[src/btc_regs.svh]
// Register offsets, field positions, reset values and encodings
`ifndef BTC_REGS_SVH
`define BTC_REGS_SVH
`define BTC_CTRL_OFS 32'h0000_0000
`define BTC_PARITY_ERROR_REGISTER_OFS 32'h0000_0004
`define BTC_STAT_OFS 32'h0000_0008
`define BTC_CTRL_RST 4'h0
`define BTC_PARITY_ERROR_REGISTER_RST 8'h00
`define BTC_CTRL_MODE64 0
`define BTC_CTRL_KERNEL 1
`define BTC_CTRL_SCC_EN 2
`define BTC_CTRL_PAR_OVR 3
`define BTC_OP_REGISTER_IMMEDIATE_CLASS 6'h01
`define BTC_OP_SPECIAL 6'h00
`define BTC_OP_BNE 6'h05
`define BTC_OP_BRANCH_UNEQUAL_LIKELY 6'h15
`define BTC_OP_LINE 6'h2F
`define BTC_FN_TRAP 6'h0D
`define BTC_RT_BNL 5'h10
`define BTC_RT_BNLL 5'h12
`define BTC_RT_BNLK 5'h02
`define BTC_LINK_REG 5'h1F
`define BTC_CACHE_I 2'h0
`define BTC_CACHE_D 2'h1
`define BTC_MOP_HITINV 3'h4
`define BTC_MOP_HITWBI 3'h5
`define BTC_MOP_HITWB 3'h6
`define BTC_STORE_LOG2 12
`define BTC_BLOCK_LOG2 4
`define BTC_RESP_OKAY 2'h0
`define BTC_RESP_SLVERR 2'h2
`endif

[src/btc_pkg.sv]
// Types shared by the branch, trap and line maintenance decoder
package btc_pkg;
  typedef enum logic [1:0] {
    BTC_IDLE = 2'b01,
    BTC_SLOT = 2'b10
  } btc_state_e;

  typedef struct packed {
    logic go;
    logic [1:0] cache_sel;
    logic [2:0] mop;
    logic [63:0] vaddr;
    logic [7:0] index;
    logic dword;
    logic hit_op;
    logic use_parity_error_register;
    logic [7:0] parity_error_register;
  } btc_creq_s;

  typedef struct packed {
    logic redirect;
    logic [63:0] target;
    logic nullify;
    logic link_we;
    logic [4:0] link_idx;
    logic [63:0] link_data;
    logic brk_exc;
    logic cpu_exc;
  } btc_pipe_s;

  typedef struct packed {
    btc_state_e fsm;
    logic pend_taken;
    logic pend_likely;
    logic [63:0] pend_target;
    btc_pipe_s po;
    btc_creq_s creq;
    logic [3:0] ctrl;
    logic [7:0] parity_error_register;
    logic [2:0] evt;
    logic aw_have;
    logic [31:0] aw_addr;
    logic w_have;
    logic [31:0] wdata;
    logic [3:0] wstrb;
    logic bvalid;
    logic [1:0] bresp;
    logic rvalid;
    logic [31:0] rdata;
    logic [1:0] rresp;
  } btc_state_s;
endpackage

[src/btc_decode.sv]
// Branch, breakpoint trap and line maintenance decode with AXI4-Lite regs
//
// Decided for this implementation: the AXI4-Lite register port and the address map.
`timescale 1ns/100ps
`include "btc_regs.svh"

// How it works
// - Target is sign-extended offset shifted by two plus the slot address.
// - Taken branch redirects the counter after the slot issues, at T+1.
// - Class 000001 with second field 10000 is branch_negative_link.
// - Class 000001 with second field 10010 is the linking likely form.
// - Class 000001 with second field 00010 is branch_negative_likely.
// - Opcodes 000101 and 010101 are the unequal branches on two sources.
// - Linking forms always write PC plus 8 into register 31.
// - Negative branches take on the sign bit, 31 or 63 by mode.
// - A linking branch whose source is register 31 raises no trap.
// - A likely branch not taken nullifies its delay slot.
// - Unequal branches take when the full source values differ.
// - Special opcode with function 001101 is the debug trap.
// - The debug trap raises a breakpoint exception at once.
// - The trap's 20-bit field is not handed to the handler.
// - Opcode 101111 is line maintenance with base, selector, offset.
// - Address is sign-extended offset plus base, sent for translation.
// - Unprivileged with the enable bit clear raises coprocessor unusable.
// - Unlisted combinations and unknown caches are left undefined.
// - Index ops pick the block from address bits store-1 to block.
// - Index tag read picks the doubleword with bits block-1 to 3.
// - With parity override set, fill writes parity from the error reg.
// - Hit ops act only on a valid block with a matching tag.
// - Bits 17 to 16 choose instruction or data cache.
// - Bits 20 to 18 give the maintenance operation code.
module btc_decode (
  input wire logic aclk,
  input wire logic aresetn,
  input wire logic instr_valid,
  input wire logic [31:0] instr,
  input wire logic [63:0] instr_pc,
  input wire logic [63:0] src_a,
  input wire logic [63:0] src_b,
  input wire logic blk_valid,
  input wire logic tag_match,
  output btc_pkg::btc_pipe_s pipe_out,
  output btc_pkg::btc_creq_s creq_out,
  output logic cache_act,
  input wire logic [31:0] s_axi_awaddr,
  input wire logic s_axi_awvalid,
  output logic s_axi_awready,
  input wire logic [31:0] s_axi_wdata,
  input wire logic [3:0] s_axi_wstrb,
  input wire logic s_axi_wvalid,
  output logic s_axi_wready,
  output logic [1:0] s_axi_bresp,
  output logic s_axi_bvalid,
  input wire logic s_axi_bready,
  input wire logic [31:0] s_axi_araddr,
  input wire logic s_axi_arvalid,
  output logic s_axi_arready,
  output logic [31:0] s_axi_rdata,
  output logic [1:0] s_axi_rresp,
  output logic s_axi_rvalid,
  input wire logic s_axi_rready
);

  btc_pkg::btc_state_s st;
  btc_pkg::btc_state_s next_st;

  ////////////////////////////////////////////////////////////////////////////
  // Instruction fields
  logic [5:0] opc;
  logic [4:0] rs_f;
  logic [4:0] rt_f;
  logic [5:0] fn;
  logic [15:0] ofs;
  logic [63:0] ofs_sx;
  logic [63:0] br_ofs;
  logic [63:0] slot_pc;
  logic [63:0] br_tgt;
  logic [63:0] vaddr;
  logic mode64;
  logic is_register_immediate_class;
  logic is_bnl;
  logic is_bnll;
  logic is_bnlk;
  logic is_bne;
  logic is_branch_unequal_likely;
  logic is_trap;
  logic is_line;
  logic is_neg;
  logic is_link;
  logic is_br;
  logic neg_cond;
  logic ne_cond;
  logic [1:0] csel;
  logic [2:0] mop;
  logic hit_op;
  logic scc_ok;

  assign opc = instr[31:26];
  assign rs_f = instr[25:21];
  assign rt_f = instr[20:16];
  assign fn = instr[5:0];
  assign ofs = instr[15:0];
  assign mode64 = st.ctrl[`BTC_CTRL_MODE64];
  assign ofs_sx = {{48{ofs[15]}}, ofs};
  assign br_ofs = {{46{ofs[15]}}, ofs, 2'b00};
  assign slot_pc = instr_pc + 64'h0000_0000_0000_0004;
  // In 32-bit mode the sum wraps in the low word and is sign-extended
  always_comb begin
    br_tgt = slot_pc + br_ofs;
    vaddr = src_a + ofs_sx;
    if (!mode64) begin
      br_tgt = {{32{br_tgt[31]}}, br_tgt[31:0]};
      vaddr = {{32{vaddr[31]}}, vaddr[31:0]};
    end
  end

  assign is_register_immediate_class = (opc == `BTC_OP_REGISTER_IMMEDIATE_CLASS);
  assign is_bnl = is_register_immediate_class && (rt_f == `BTC_RT_BNL);
  assign is_bnll = is_register_immediate_class && (rt_f == `BTC_RT_BNLL);
  assign is_bnlk = is_register_immediate_class && (rt_f == `BTC_RT_BNLK);
  assign is_bne = (opc == `BTC_OP_BNE);
  assign is_branch_unequal_likely = (opc == `BTC_OP_BRANCH_UNEQUAL_LIKELY);
  assign is_trap = (opc == `BTC_OP_SPECIAL) && (fn == `BTC_FN_TRAP);
  assign is_line = (opc == `BTC_OP_LINE);
  assign is_neg = is_bnl || is_bnll || is_bnlk;
  assign is_link = is_bnl || is_bnll;
  assign is_br = is_neg || is_bne || is_branch_unequal_likely;

  // Source values are the pre-link contents presented this cycle
  assign neg_cond = mode64 ? src_a[63] : src_a[31];
  assign ne_cond = (src_a != src_b);

  assign csel = instr[17:16];
  assign mop = instr[20:18];
  // Fill shares code 5 with the data cache write back, so check the cache
  assign hit_op = (mop == `BTC_MOP_HITINV) || (mop == `BTC_MOP_HITWB) ||
    ((mop == `BTC_MOP_HITWBI) && (csel == `BTC_CACHE_D));
  assign scc_ok = st.ctrl[`BTC_CTRL_KERNEL] || st.ctrl[`BTC_CTRL_SCC_EN];

  ////////////////////////////////////////////////////////////////////////////
  // Register access decode
  logic wr_fire;
  logic rd_fire;
  logic [31:0] rd_val;
  logic rd_ok;
  logic [31:0] wmask;

  assign wr_fire = st.aw_have && st.w_have && !st.bvalid;
  assign rd_fire = s_axi_arvalid && !st.rvalid;

  generate
    for (genvar b = 0; b < 4; b++) begin : g_mask
      assign wmask[8*b+:8] = {8{st.wstrb[b]}};
    end
  endgenerate

  always_comb begin
    rd_val = 32'h0000_0000;
    rd_ok = 1'b1;
    case (s_axi_araddr)
      `BTC_CTRL_OFS: rd_val = {28'h000_0000, st.ctrl};
      `BTC_PARITY_ERROR_REGISTER_OFS: rd_val = {24'h00_0000, st.parity_error_register};
      `BTC_STAT_OFS: rd_val = {28'h000_0000, st.evt,
        (st.fsm == btc_pkg::BTC_SLOT)};
      default: rd_ok = 1'b0;
    endcase
  end

  ////////////////////////////////////////////////////////////////////////////
  // Next state
  always_comb begin
    logic [2:0] evt_set;
    logic [31:0] wv;
    evt_set = 3'h0;
    wv = 32'h0000_0000;
    next_st = st;
    next_st.po.redirect = 1'b0;
    next_st.po.nullify = 1'b0;
    next_st.po.link_we = 1'b0;
    next_st.po.brk_exc = 1'b0;
    next_st.po.cpu_exc = 1'b0;
    next_st.creq.go = 1'b0;

    unique case (st.fsm)
      btc_pkg::BTC_IDLE: begin
        if (instr_valid && is_br) begin
          next_st.fsm = btc_pkg::BTC_SLOT;
          next_st.pend_taken = is_neg ? neg_cond : ne_cond;
          next_st.pend_likely = is_bnll || is_bnlk || is_branch_unequal_likely;
          next_st.pend_target = br_tgt;
        end
      end
      btc_pkg::BTC_SLOT: begin
        // Wait for the one delay slot instruction to issue
        if (instr_valid) begin
          next_st.fsm = btc_pkg::BTC_IDLE;
          next_st.po.redirect = st.pend_taken;
          next_st.po.target = st.pend_target;
          next_st.po.nullify = st.pend_likely && !st.pend_taken;
        end
      end
    endcase

    if (instr_valid && is_link) begin
      // Written regardless of outcome; rs of 31 simply reads the old value
      next_st.po.link_we = 1'b1;
      next_st.po.link_idx = `BTC_LINK_REG;
      next_st.po.link_data = instr_pc + 64'h0000_0000_0000_0008;
    end

    // Code field is never copied out; the handler reloads the word
    if (instr_valid && is_trap) begin
      next_st.po.brk_exc = 1'b1;
      evt_set[0] = 1'b1;
    end

    if (instr_valid && is_line) begin
      if (!scc_ok) begin
        next_st.po.cpu_exc = 1'b1;
        evt_set[1] = 1'b1;
      end else if (!csel[1]) begin
        // Cache codes 2 and 3 are dropped; results there are undefined
        next_st.creq.go = 1'b1;
        next_st.creq.cache_sel = csel;
        next_st.creq.mop = mop;
        next_st.creq.vaddr = vaddr;
        next_st.creq.index =
          vaddr[`BTC_STORE_LOG2-1:`BTC_BLOCK_LOG2];
        next_st.creq.dword = vaddr[`BTC_BLOCK_LOG2-1:3];
        next_st.creq.hit_op = hit_op;
        next_st.creq.use_parity_error_register = st.ctrl[`BTC_CTRL_PAR_OVR];
        next_st.creq.parity_error_register = st.parity_error_register;
      end else begin
        evt_set[2] = 1'b1;
      end
    end

    // AXI4-Lite write side: address and data accepted in either order
    if (s_axi_awvalid && !st.aw_have && !st.bvalid) begin
      next_st.aw_have = 1'b1;
      next_st.aw_addr = s_axi_awaddr;
    end
    if (s_axi_wvalid && !st.w_have && !st.bvalid) begin
      next_st.w_have = 1'b1;
      next_st.wdata = s_axi_wdata;
      next_st.wstrb = s_axi_wstrb;
    end
    if (wr_fire) begin
      next_st.aw_have = 1'b0;
      next_st.w_have = 1'b0;
      next_st.bvalid = 1'b1;
      next_st.bresp = `BTC_RESP_OKAY;
      case (st.aw_addr)
        `BTC_CTRL_OFS: begin
          wv = ({28'h000_0000, st.ctrl} & ~wmask) | (st.wdata & wmask);
          next_st.ctrl = wv[3:0];
        end
        `BTC_PARITY_ERROR_REGISTER_OFS: begin
          wv = ({24'h00_0000, st.parity_error_register} & ~wmask) | (st.wdata & wmask);
          next_st.parity_error_register = wv[7:0];
        end
        `BTC_STAT_OFS: begin
          if (st.wstrb[0]) begin
            next_st.evt = st.evt & ~st.wdata[3:1];
          end
        end
        default: next_st.bresp = `BTC_RESP_SLVERR;
      endcase
    end else if (st.bvalid && s_axi_bready) begin
      next_st.bvalid = 1'b0;
    end

    // Hardware setting an event wins over a clear in the same cycle
    next_st.evt = next_st.evt | evt_set;

    if (rd_fire) begin
      next_st.rvalid = 1'b1;
      next_st.rdata = rd_val;
      next_st.rresp = rd_ok ? `BTC_RESP_OKAY : `BTC_RESP_SLVERR;
    end else if (st.rvalid && s_axi_rready) begin
      next_st.rvalid = 1'b0;
    end
  end

  ////////////////////////////////////////////////////////////////////////////
  // State register
  always_ff @(posedge aclk) begin
    if (!aresetn) begin
      st <= '0;
      st.fsm <= btc_pkg::BTC_IDLE;
      st.ctrl <= `BTC_CTRL_RST;
      st.parity_error_register <= `BTC_PARITY_ERROR_REGISTER_RST;
    end else begin
      st <= next_st;
    end
  end

  ////////////////////////////////////////////////////////////////////////////
  // Outputs
  assign pipe_out = st.po;
  assign creq_out = st.creq;
  // Cache answers the registered request combinationally in the same cycle
  assign cache_act = st.creq.go &&
    (!st.creq.hit_op || (blk_valid && tag_match));

  assign s_axi_awready = !st.aw_have && !st.bvalid;
  assign s_axi_wready = !st.w_have && !st.bvalid;
  assign s_axi_bvalid = st.bvalid;
  assign s_axi_bresp = st.bresp;
  assign s_axi_arready = !st.rvalid;
  assign s_axi_rvalid = st.rvalid;
  assign s_axi_rdata = st.rdata;
  assign s_axi_rresp = st.rresp;

endmodule

[config.mk]
export PLATFORM = sky130hd
export DESIGN_NAME = btc_decode
export DESIGN_NICKNAME = d
export VERILOG_FILES = /design/src/btc_pkg.sv /design/src/btc_decode.sv
export VERILOG_INCLUDE_DIRS = /design/src
export SDC_FILE = /design/constraint.sdc
export NUM_CORES = 1
export LEC_CHECK = 0
export BUFFER_PORTS_ARGS = -buffer_cell sky130_fd_sc_hd__buf_4
export CORE_ASPECT_RATIO = 0.5
export CORE_MARGIN = 10
export CORE_UTILIZATION = 35
export DETAILED_ROUTE_END_ITERATION = 7
export GPL_ROUTABILITY_DRIVEN = 0
export SLEW_MARGIN = 20
export SYNTH_ARGS = -nofsm -noshare
export SYNTH_HDL_FRONTEND = slang
export SYNTH_SLANG_ARGS = --single-unit
[constraint.sdc]
create_clock -name aclk -period 4.51 [get_ports aclk]
set_input_delay 0.2255 -clock aclk [delete_from_list [all_inputs] [get_ports aclk]]
set_output_delay 0.2255 -clock aclk [all_outputs]
set_load 0.02 [all_outputs]
; ---- Yosys cells after proc, flatten, opt, wreduce, memory -nomap -nowiden
; Cells that the tools add are included.
[totals]
register_bits = 386
in_bits = 334
[op_classes]
add_sub_neg = 4
n_eq_ne = 21
mux = 26
bitwise = 11
n_reduce_logical = 56
[ops]
columns = op, count
row1 = adder 64 bit, 2
row2 = two-way mux 64 bit, 2
row3 = two-way mux 89 bit, 1
row4 = two-way mux 70 bit, 1
row5 = two-way mux 68 bit, 1
row6 = adder 64 x 3 -> 64 bit (second input constant), 1
row7 = adder 64 x 4 -> 64 bit (second input constant), 1
row8 = == test 32 x 3 -> 1 bit (second input constant), 2
row9 = == test 32 x 4 -> 1 bit (second input constant), 2
row10 = logical NOT 32 bit, 2
row11 = != test 64 bit, 1
row12 = two-way mux 33 bit, 1
row13 = one-hot mux 8 bit (3 select lines), 1
row14 = logical AND 1 bit, 23
row15 = AND 8 bit, 2
row16 = AND reduction 2 bit, 6
row17 = two-way mux 1 bit, 11
row18 = == test 5 bit (second input constant), 2
row19 = logical OR 1 bit, 10
row20 = == test 3 bit (second input constant), 3
row21 = AND reduction 3 bit, 3
row22 = two-way mux 2 bit, 4
row23 = inverter 8 bit, 1
row24 = OR 8 bit, 1
row25 = 23 further kinds, 34

; ---- Longest topological paths before layout
; Gate-level depths: netlist of the first run.
[logic_depth]
word_depth = 9
ltp_mapped = 16

; ---- Least setup slack after synthesis of the first run
; OpenSTA, ideal clock, no wires.
[synth_timing]
path_type = input -> register
from = in instr[1]
to = reg st[405] (netlist bit)
setup_ns = 0.065
arrival_time_ns = 3.231
required_ns = 4.445
path_slack_ns = 1.214
path_stages = 14
n_path_buf = 1
cell_sequence = ha_1 > ha_1 > fa_1 > a21o_1 > a31o_2 > nand4_1 > a31oi_2 > a211o_1 > a21o_1 > xnor2_2 > o21ai_2 > clkbuf_1 > o22ai_1 > nor2_1
[synth_via]
elab_chain_len = 2
[synth_rtl]
columns = element, line_no
row1 = from (decl), btc_decode.sv:36  ; input wire logic [31:0] instr,
row2 = adder 64 bit, btc_decode.sv:109  ; br_tgt = slot_pc + br_ofs;
row3 = two-way mux 64 bit, btc_decode.sv:111  ; if (!mode64) begin
row4 = to (signal assigned), btc_decode.sv:294  ; st <= next_st;
row5 = to (decl), btc_decode.sv:64  ; btc_pkg::btc_state_s st;
; No other way between the ends.
; A chain may end at the register's enable or synchronous reset.

; ---- Final worst setup path of the first run
[layout_timing]
from = in instr[1]
to = reg st[412] (netlist bit)
; Same word-level chain as after synthesis.

==> results of run 1 <==
-- cell families (layout without fill, tap and decap cells) --
| group | Yosys count | in the layout | synth area share (%) |
|---|---|---|---|
| flip-flops | 351 | 351 | 29.98 |
| XOR/XNOR | 228 | 228 | 8.551 |
| other | 1 | 31 | 0.01600 |
| buffers and inverters | 454 | 752 | 11.66 |
| AND/OR/NAND/NOR | 890 | 890 | 17.18 |
| multiplexers | 19 | 19 | 0.8220 |
| AO/OA/AOI/OAI | 813 | 813 | 21.75 |
| adder cells (fa/ha/maj) | 187 | 187 | 10.05 |
-- sequential cells by signal, indices dropped and copies added (netlist names), named ones only --
signal        cells
creq_out         79
s_axi_rdata       8
s_axi_rresp       1
s_axi_bresp       1
st              114
s_axi_rvalid      1
pipe_out        134
s_axi_bvalid      1
-- power groups by stage --
| stage | Sequential (mW) | Combinational (mW) | Clock [mW] |
|---|---|---|---|
| final | 3.16 | 2.04 | 3.16 |
| after global routing | 3.16 | 2.23 | 3.38 |
| after CTS | 3.16 | 2.03 | 3.24 |
| after detailed placement | 3.23 | 1.96 | 0 |
| after global placement | 3.23 | 1.95 | 0 |
| after floorplan | 3.23 | 1.27 | 0 |
-- cells in the mapped netlist (all sizes together), types with 3 or more instances --
cell	instances	share of area, %
a2111oi	7	0.26
o211ai	9	0.29
a221oi	6	0.25
nand2	407	6.5
buf	299	9.2
a211o	5	0.19
and4	9	0.34
a21o	52	1.7
a21oi	338	7.2
xnor2	95	3.6
nand3	61	1.3
mux2i	17	0.73
o31ai	9	0.29
nor2	200	3.3
or2	5	0.13
and2	10	0.28
a22o	64	2.4
and3	25	0.67
nand4	50	1.3
nand2b	11	0.29
ha	185	9.9
a211oi	63	2.0
o221a	3	0.14
o221ai	3	0.11
nor2b	16	0.43
nor4	38	1.1
or3	13	0.37
a311oi	10	0.37
a22oi	4	0.13
nand3b	6	0.19
dfxtp	351	30
a31o	3	0.11
o31a	3	0.11
o22ai	11	0.29
xor2	133	5.0
a31oi	17	0.51
o21a	14	0.45
o21bai	25	0.80
clkbuf	110	1.8
nor3	31	0.68
o21ai	145	3.2
inv	45	0.72
a21boi	6	0.21
-- final timing paths --
| path | from | end |
|---|---|---|
| max | instr[1] | st[412]$_SDFFE_PN0P_ |
| min reg2reg | st[372]$_SDFFE_PN0P_ | st[372]$_SDFFE_PN0P_ |
| max reg2reg | st[93]$_SDFFE_PN0P_ | flip-flop |
| min | instr[2] | pipe_out[1]$_SDFF_PN0_ |
-- critical path, stage by stage --
cell                            delay, ps
sky130_fd_sc_hd__dlygate4sd3_1        570
sky130_fd_sc_hd__buf_4                170
sky130_fd_sc_hd__ha_1                 290
sky130_fd_sc_hd__ha_1                 240
sky130_fd_sc_hd__fa_1                 410
sky130_fd_sc_hd__a21o_1               220
sky130_fd_sc_hd__a31o_2               280
sky130_fd_sc_hd__nand4_1              160
sky130_fd_sc_hd__a31oi_2              180
sky130_fd_sc_hd__a211o_1              400
sky130_fd_sc_hd__a21o_1               250
sky130_fd_sc_hd__xnor2_2              180
sky130_fd_sc_hd__nor2_1               430
sky130_fd_sc_hd__nand2_1              140
sky130_fd_sc_hd__a21boi_0             150
sky130_fd_sc_hd__o221ai_1             190
-- metrics by stage --
stage               cell area (um^2)  total power, mW  hold slack, ps  instances  utilization (%)
floorplan                      23540            4.499           314.1       2969                -
global placement               26410            5.182           414.5       4010            40.22
detailed placement             26410            5.187           418.6       4010            40.22
CTS                            28370            8.430          0.1257       4151            43.22
global route                   28380            8.773           12.20       4154            43.23
finish                         28380            8.363           13.76       4155            43.23
-- metal layers --
metal	share of wire [%]	up-vias	routed length (um)
li1	-	10730	-
met1	40	10280	33930
met2	51	523	43460
met3	4.1	165	3473
met4	4.4	0	3685
met5	0	-	0
-- layout make-up --
cell class	instances	area (um^2)	area share, %
Multi-Input combinational cell	2164	13810	48.67
Sequential cell	351	7028	24.76
Timing Repair Buffer	642	5047	17.78
Tap cell	884	1106	3.897
Clock buffer	49	1021	3.597
Clock inverter	16	182.7	0.6436
Inverter	45	173.9	0.6128
Antenna cell	4	10.01	0.03527
==> flow_summary.ini, run 1 <==
[global_routing]
grt_use_met2_pct = 36.66
grt_overflow = 0
grt_antenna_before_repair = 4
grt_most_used_layer = met2
grtUsageTotal_pct = 20.13
grt_pass1_vias = 20680
met3_resource_use_gr_pct = 3.002
grt_first_pass_wirelength_um = 125100
met1_usage_pct = 23.33
grt_start_max_net_pins = 160

[clock_tree]
cts_tree = done
holdBufCountCts = 76
clkLatencyLatePin_ps = 560
clock_tree.buffer_depth = 3
cts-resized-gates = 0
clkTransAtPathRegs_ps = 60
cts_post_setup_buffers_inserted = 0
clock_tree.htree_level_count = 2
cts_num_sinks = 351
cts_inserted_buffers = 37
root_buffer_cell = sky130_fd_sc_hd__clkbuf_16

[routing]
detail_route.wl_per_cell_um = 20.35
drt_pre_antenna_iters = 5
via_count = 21700
viasPerCell = 5.223
final_antenna_net_count = 0
first_iter_violations = 1227
wirelength_um = 84550
remaining_drc_errors = 0

[place]
dp_slack_ps = 595.5
placement.io_buffers = 543
post-dp-hpwl_um = 67060

[sta]
hold_viol = 0
finClkSkew_ps = 17.14
tns_setup_ps = 0
layout_setup_ws_ps = 463.6
fmaxAchievable_mhz = 247.1
grt_setup_unrepaired = false
final.period_utilization_pct = 89.72
maxSlewViolCount = 0
period_needed_ps = 4046
tightest_slew_ps = 1041
max-slew-margin-rel_pct = 30.46
setup_viols_final = 0

[synthesis]
synthArstFlopShare_pct = 0
ys.warnings.count = 0
ys_types = 84
synth_edf_count = 0
ys_dominant_reg_cell = sky130_fd_sc_hd__dfxtp_1
yosysSeqAreaShare_pct = 29.98
synth-seq-cells = 351
netlist_instances = 2943
synthesized_cell_area_um2 = 23440
synthesis.area_per_instance_um2 = 7.965

[min_path]
hold-path-cell-count = 3
hold_path.class = in -> reg

[cells_and_area]
num-nets-final = 3762
final_common_cell = sky130_fd_sc_hd__buf_4
mostFrequentLayoutCells = 563 x sky130_fd_sc_hd__buf_4, 406 x sky130_fd_sc_hd__nand2_1, 350 x sky130_fd_sc_hd__dfxtp_1
post_route_cells_drive_above_1_share_pct = 20.45
layout-area-overhead-vs-synth_pct = 21.08
layout.filler_cells = 6655

[die]
io_pins = 603
initial_utilization_pct = 35.71
die_y_um = 203.0
die_area_um2 = 78350
coreArea_um2 = 65650
placement_rows = 66
chipWidth_um = 386.0

[power_and_ir_drop]
power_leakage_nw = 12.14
share_seq_of_total_power_pct = 37.8
power.share.switching_pct = 31.13
max-vdd-ir-drop_v = 0.0001952
comb_power_share_pct = 24.4
internal_power_mw = 5.760
switchingPower_mw = 2.604
power_density_nw_per_um2 = 294.7
power.clock.fraction_pct = 37.8

[flow_run]
drv_cap = 0

[critical_path]
critPathRequiredTime_ps = 4970
start_kind = input pin
timing.critical_path.arrival_ps = 4510
element_type_at_the_critical_path_end = flip-flop
cp_max_fo = 7
rr_worst_depth = 7
ff2ff_setup_slack_ps = 2090
critPathKind = in -> reg

[status]
status = finished clean
No activity file was read; power rests on OpenSTA's default activity.
==> run 2: changes to the inputs <==
- REMOVE_ABC_BUFFERS: default -> 1
==> run 2 against run 1 <==
  * Fmax fell by 2.8%
  * Sequential share of layout area fell by 0.22 points
  * Utilization rose by 0.39 points
  * Register-to-register slack barely moved
  * Global-route usage rose by 0.52 points
  * Wire length rose by 2.0%
  * Critical endpoint is now st[404]$_SDFFE_PN0P_
  * Sequential power barely moved
  * Largest cell class unchanged
  * Non-clock buffer count rose by 19
  * Combinational power barely moved
  * Critical path depth fell by 1
==> flow_summary.ini, run 2 (synthesized netlist as in run 1, its figures left out) <==
[status]
status = finished clean

[power_and_ir_drop]
comb_power_share_pct = 23.7
power_leakage_nw = 12.27
power.share.switching_pct = 30.27
switchingPower_mw = 2.577
internal_power_mw = 5.938
power_density_nw_per_um2 = 297.3
share_seq_of_total_power_pct = 37.1
max-vdd-ir-drop_v = 0.0002394
finalPower_mw = 8.515
power.clock.fraction_pct = 39.1

[critical_path]
critPathKind = in -> reg
cp_max_fo = 7
critPathMaxStageDelay_ps = 550
critical_path_buf_inv_count = 2
ff2ff_setup_slack_ps = 2100
rr_worst_depth = 7
timing.critical_path.arrival_ps = 4630
cp_num_cells = 15
critPathRequiredTime_ps = 4970
crit-reg2reg-launch = st[76]$_SDFFE_PN0P_
critPathTopFamily = compound AO/OA/AOI/OAI gates
critical-path-slowest-cell = sky130_fd_sc_hd__dlygate4sd3_1
path_cells = dlygate4sd3_1 > buf_4 > ha_1 > ha_1 > fa_1 > a21o_1 > a31o_2 > nand4_1 > a31oi_2 > a211o_1 > a21o_1 > xnor2_2 > nor2_1 > nor2_1 > a211oi_1
critPathLaunch = instr[1]
element_type_at_the_critical_path_end = flip-flop
start_kind = input pin

[die]
coreArea_um2 = 65650
die_area_um2 = 78350
die_y_um = 203.0
initial_utilization_pct = 35.71
chipWidth_um = 386.0
placement_rows = 66
io_pins = 603

[cells_and_area]
layout-area-overhead-vs-synth_pct = 22.17
finalNonFillerCells = 4172
num-nets-final = 3781
final_common_cell = sky130_fd_sc_hd__buf_4
utilization_pct = 43.62
mostFrequentLayoutCells = 572 x sky130_fd_sc_hd__buf_4, 406 x sky130_fd_sc_hd__nand2_1, 350 x sky130_fd_sc_hd__dfxtp_1
layout.filler_cells = 6537
post_route_cells_drive_above_1_share_pct = 20.66
largest_reg_flops = 134
final_area_um2 = 28640

[min_path]
hold-path-cell-count = 3
timing.hold.worst.start = instr_pc[49]
worst_hold_path.endpoint = pipe_out[51]$_SDFFE_PN0P_
hold_path.class = in -> reg

[sta]
maxSlewViolCount = 0
tightest_slew_ps = 1031
finClkSkew_ps = 15.22
final.period_utilization_pct = 92.35
max-slew-margin-rel_pct = 31.07
period_needed_ps = 4165
hold_viol = 0
setup_viols_final = 0
timing.hold.ws_ps = 35.86
tns_setup_ps = 0
layout_setup_ws_ps = 344.9
grt_setup_unrepaired = false
fmaxAchievable_mhz = 240.1

[clock_tree]
cts_tree = done
clkLatencyLatePin_ps = 550
clkTransAtPathRegs_ps = 60
clock_tree.buffer_depth = 3
root_buffer_cell = sky130_fd_sc_hd__clkbuf_16
clock_tree.htree_level_count = 2
cts_num_sinks = 351
cts-resized-gates = 0
cts_inserted_buffers = 37

[routing]
detail_route.wl_per_cell_um = 20.67
final_antenna_net_count = 0
viasPerCell = 5.244
wirelength_um = 86220
via_count = 21880
remaining_drc_errors = 0
first_iter_violations = 1698
drt_pre_antenna_iters = 5

[place]
dpl-instance-area_um2 = 26470
dp_slack_ps = 404.0
post-dp-hpwl_um = 67640
numPlacedInstances = 4019
placement.io_buffers = 543

[global_routing]
grt_start_max_net_pins = 81
grtUsageTotal_pct = 20.65
grt_overflow = 0
grt_pass1_vias = 21180
grt_antenna_before_repair = 1
grt_first_pass_wirelength_um = 128500

[flow_run]
drv_cap = 0
## run 2: per-layer routing
metal	global-route usage (%)	up-vias	wire, um
met5	0	-	0
met4	7.518	0	3475
met3	2.894	156	3637
met2	37.05	557	43370
met1	24.82	10400	35740
li1	-	10760	-
## run 2: tightest hold or removal path, stage by stage
cell                       delay (ps)
sky130_fd_sc_hd__buf_4            110
sky130_fd_sc_hd__xor2_1           130
sky130_fd_sc_hd__a211oi_1          70
## run 2: final cells by class
class / count / area [um^2] / area share (%)
timing repair buffer: 661 / 5215 / 18.21
clock inverter: 16 / 229.0 / 0.7995
tap: 884 / 1106 / 3.862
sequential: 351 / 7028 / 24.54
antenna: 2 / 5.005 / 0.01748
multi-input combinational: 2164 / 13820 / 48.25
inverter: 45 / 173.9 / 0.6073
clock buffer: 49 / 1064 / 3.714
## run 2: power by group through the flow
stage                     sequential [mW]  combinational [mW]  clock, mW
after detailed placement             3.23                1.92          0
after CTS                            3.16                1.99       3.42
after floorplan                      3.23                1.22          0
final                                3.16                2.02       3.33
after global routing                 3.16                2.22       3.54
after global placement               3.23                1.90          0
## run 2: worst max-delay path by stage
stage / end
after floorplan: creq_out[71]$_SDFFE_PN0P_
after global placement: st[402]$_SDFFE_PN0P_
after detailed placement: st[404]$_SDFFE_PN0P_
after CTS: st[404]$_SDFFE_PN0P_
after global routing: st[404]$_SDFFE_PN0P_
final: st[404]$_SDFFE_PN0P_
## run 2: timing repair
| action | 4_1_cts | 5_1_grt |
|---|---|---|
| hold buffers | 86 | 0 |
| endpoints found under the setup margin | 0 | 0 |
| setup buffers | 0 | 0 |
| endpoints found under the hold margin | 88 | 0 |
==> run 3: changes to the inputs <==
- RECOVER_POWER: default -> 100
==> run 3 against run 2 <==
  * The run now ends with max-capacitance violations, max-slew violations left
  * Fmax decreased by 2.6%
  * Final cell count is the same
  * Sequential power barely moved
  * Sequential cell count is the same
  * Combinational power about the same
  * Hold slack got worse by 1.6 ps
  * Register-to-register slack worse by 400 ps
  * Largest power group unchanged
  * Clock power about the same
  * Total power hardly changed
==> flow_summary.ini, run 3 (synthesized netlist as in run 1, its figures left out) <==
[critical_path]
critical_path_buf_inv_count = 3
start_kind = input pin
rr_worst_depth = 4
cp_max_fo = 20
ff2ff_setup_slack_ps = 1700
timing.critical_path.arrival_ps = 4720
critPathMaxStageDelay_ps = 550
critPathTopFamily = compound AO/OA/AOI/OAI gates
crit-reg2reg-launch = st[417]$_SDFFE_PN0P_
r2r_end = pipe_out[131]$_SDFFE_PN0P_
path_cells = dlygate4sd3_1 > buf_4 > ha_1 > ha_1 > fa_1 > a21o_1 > a31o_2 > nand4_1 > a31oi_2 > a211o_1 > a21o_1 > xnor2_1 > o21ai_1 > clkbuf_2 > a21oi_1 > nor2_1
element_type_at_the_critical_path_end = flip-flop
critical-path-slowest-cell = sky130_fd_sc_hd__dlygate4sd3_1
critPathRequiredTime_ps = 4950
critPathKind = in -> reg

[place]
dp_slack_ps = 404.0
numPlacedInstances = 4019
post-dp-hpwl_um = 67640
placement.io_buffers = 543

[sta]
max-slew-margin-rel_pct = -90.97
finClkSkew_ps = 13.67
final.period_utilization_pct = 94.84
hold_viol = 0
maxSlewViolCount = 217
tns_setup_ps = 0
tightest_slew_ps = 2865
period_needed_ps = 4277
setup_viols_final = 0
fmaxAchievable_mhz = 233.8
layout_setup_ws_ps = 232.6
grt_setup_unrepaired = false

[die]
io_pins = 603
initial_utilization_pct = 35.71
die_y_um = 203.0
die_area_um2 = 78350
placement_rows = 66
coreArea_um2 = 65650
chipWidth_um = 386.0

[cells_and_area]
final_common_cell = sky130_fd_sc_hd__nand2_1
num-nets-final = 3781
largest_reg_flops = 134
layout-area-overhead-vs-synth_pct = 17.85
mostFrequentLayoutCells = 406 x sky130_fd_sc_hd__nand2_1, 350 x sky130_fd_sc_hd__dfxtp_1, 336 x sky130_fd_sc_hd__a21oi_1
post_route_cells_drive_above_1_share_pct = 12.84
finalNonFillerCells = 4172
layout.filler_cells = 6777

[global_routing]
grt_overflow = 0
grt_antenna_before_repair = 1
met1_usage_pct = 24.82
grtUsageTotal_pct = 20.65
grt_first_pass_wirelength_um = 128500
grt_most_used_layer = met2
met3_resource_use_gr_pct = 2.894
grt_pass1_vias = 21180
grt_use_met2_pct = 37.05
grt_start_max_net_pins = 81

[routing]
via_count = 21830
first_iter_violations = 1705
viasPerCell = 5.233
drt_pre_antenna_iters = 5
remaining_drc_errors = 0
detail_route.wl_per_cell_um = 20.63
final_antenna_net_count = 0
wirelength_um = 86060

[power_and_ir_drop]
power.clock.fraction_pct = 39.3
internal_power_mw = 5.929
max-vdd-ir-drop_v = 0.0002392
power.share.switching_pct = 30.33
share_seq_of_total_power_pct = 37.1
power_leakage_nw = 11.20
power_density_nw_per_um2 = 308.0
comb_power_share_pct = 23.6
switchingPower_mw = 2.581
finalPower_mw = 8.510

[clock_tree]
clock_tree.htree_level_count = 2
cts_post_setup_buffers_inserted = 0
root_buffer_cell = sky130_fd_sc_hd__clkbuf_16
cts_inserted_buffers = 37
cts_num_sinks = 351
cts_tree = done
clock_tree.buffer_depth = 3
clkTransAtPathRegs_ps = 60
clkLatencyLatePin_ps = 550

[min_path]
hold-path-cell-count = 3
worst_hold_path.endpoint = pipe_out[50]$_SDFFE_PN0P_
hold_path.class = in -> reg
timing.hold.worst.start = instr_pc[48]

[status]
status = finished with violations
failed_checks = max-capacitance violations, max-slew violations

[flow_run]
drv_cap = 4
-- run 3: worst min-delay path, cell delays in order --
cell                       delay, ps
sky130_fd_sc_hd__buf_4           100
sky130_fd_sc_hd__xor2_1          130
sky130_fd_sc_hd__a211oi_1         80
-- run 3: metrics by stage --
stage	util (%)	hold slack (ps)	cell area, um^2
floorplan	-	304.8	20970
global placement	40.33	413.9	26470
detailed placement	40.33	419.2	26470
CTS	43.61	4.799	28630
global route	42.08	31.54	27620
finish	42.08	34.28	27630
-- run 3: worst max path at each step --
stage	slack, ps	start	depth (start not counted)	endpoint
2_1_floorplan	-890	flip-flop	6	creq_out[71]$_SDFFE_PN0P_
3_3_place_gp	470	instr[1]	14	st[402]$_SDFFE_PN0P_
3_5_place_dp	400	instr[1]	14	st[404]$_SDFFE_PN0P_
4_1_cts	410	instr[1]	15	st[404]$_SDFFE_PN0P_
5_1_grt	70	instr[1]	16	st[405]$_SDFFE_PN0P_
6_report	230	instr[1]	16	st[403]$_SDFFE_PN0P_
-- run 3: area by class of cell --
type	count	area [um^2]	share of cell area, %
clock buffer	49	1064	3.850
inverter	45	168.9	0.6114
clock inverter	16	229.0	0.8288
sequential	351	7028	25.44
multi-input combinational	2164	13770	49.85
timing repair buffer	661	4253	15.39
tap	884	1106	4.004
antenna	2	5.005	0.01812
-- run 3: power groups by stage --
| stage | logic (mW) | clock network, mW | registers, mW |
|---|---|---|---|
| 2_1_floorplan | 1.22 | 0 | 3.23 |
| 3_5_place_dp | 1.92 | 0 | 3.23 |
| 3_3_place_gp | 1.90 | 0 | 3.23 |
| 6_report | 2.01 | 3.34 | 3.16 |
| 5_1_grt | 2.20 | 3.54 | 3.16 |
| 4_1_cts | 1.99 | 3.42 | 3.16 |
-- run 3: what timing repair did --
| item | 4_1_cts | 5_1_grt |
|---|---|---|
| hold buffers | 86 | 0 |
| hold endpoints to repair | 88 | 0 |
| resized for setup | 0 | 0 |
| setup endpoints to repair | 0 | 0 |
-- run 3: routing by layer --
| metal | share of wire, % | routed length [um] | up-vias |
|---|---|---|---|
| met5 | 0 | 0 | - |
| met4 | 4.3 | 3718 | 0 |
| met3 | 4.4 | 3826 | 152 |
| met2 | 50 | 42800 | 560 |
| met1 | 41 | 35710 | 10350 |
| li1 | - | - | 10770 |
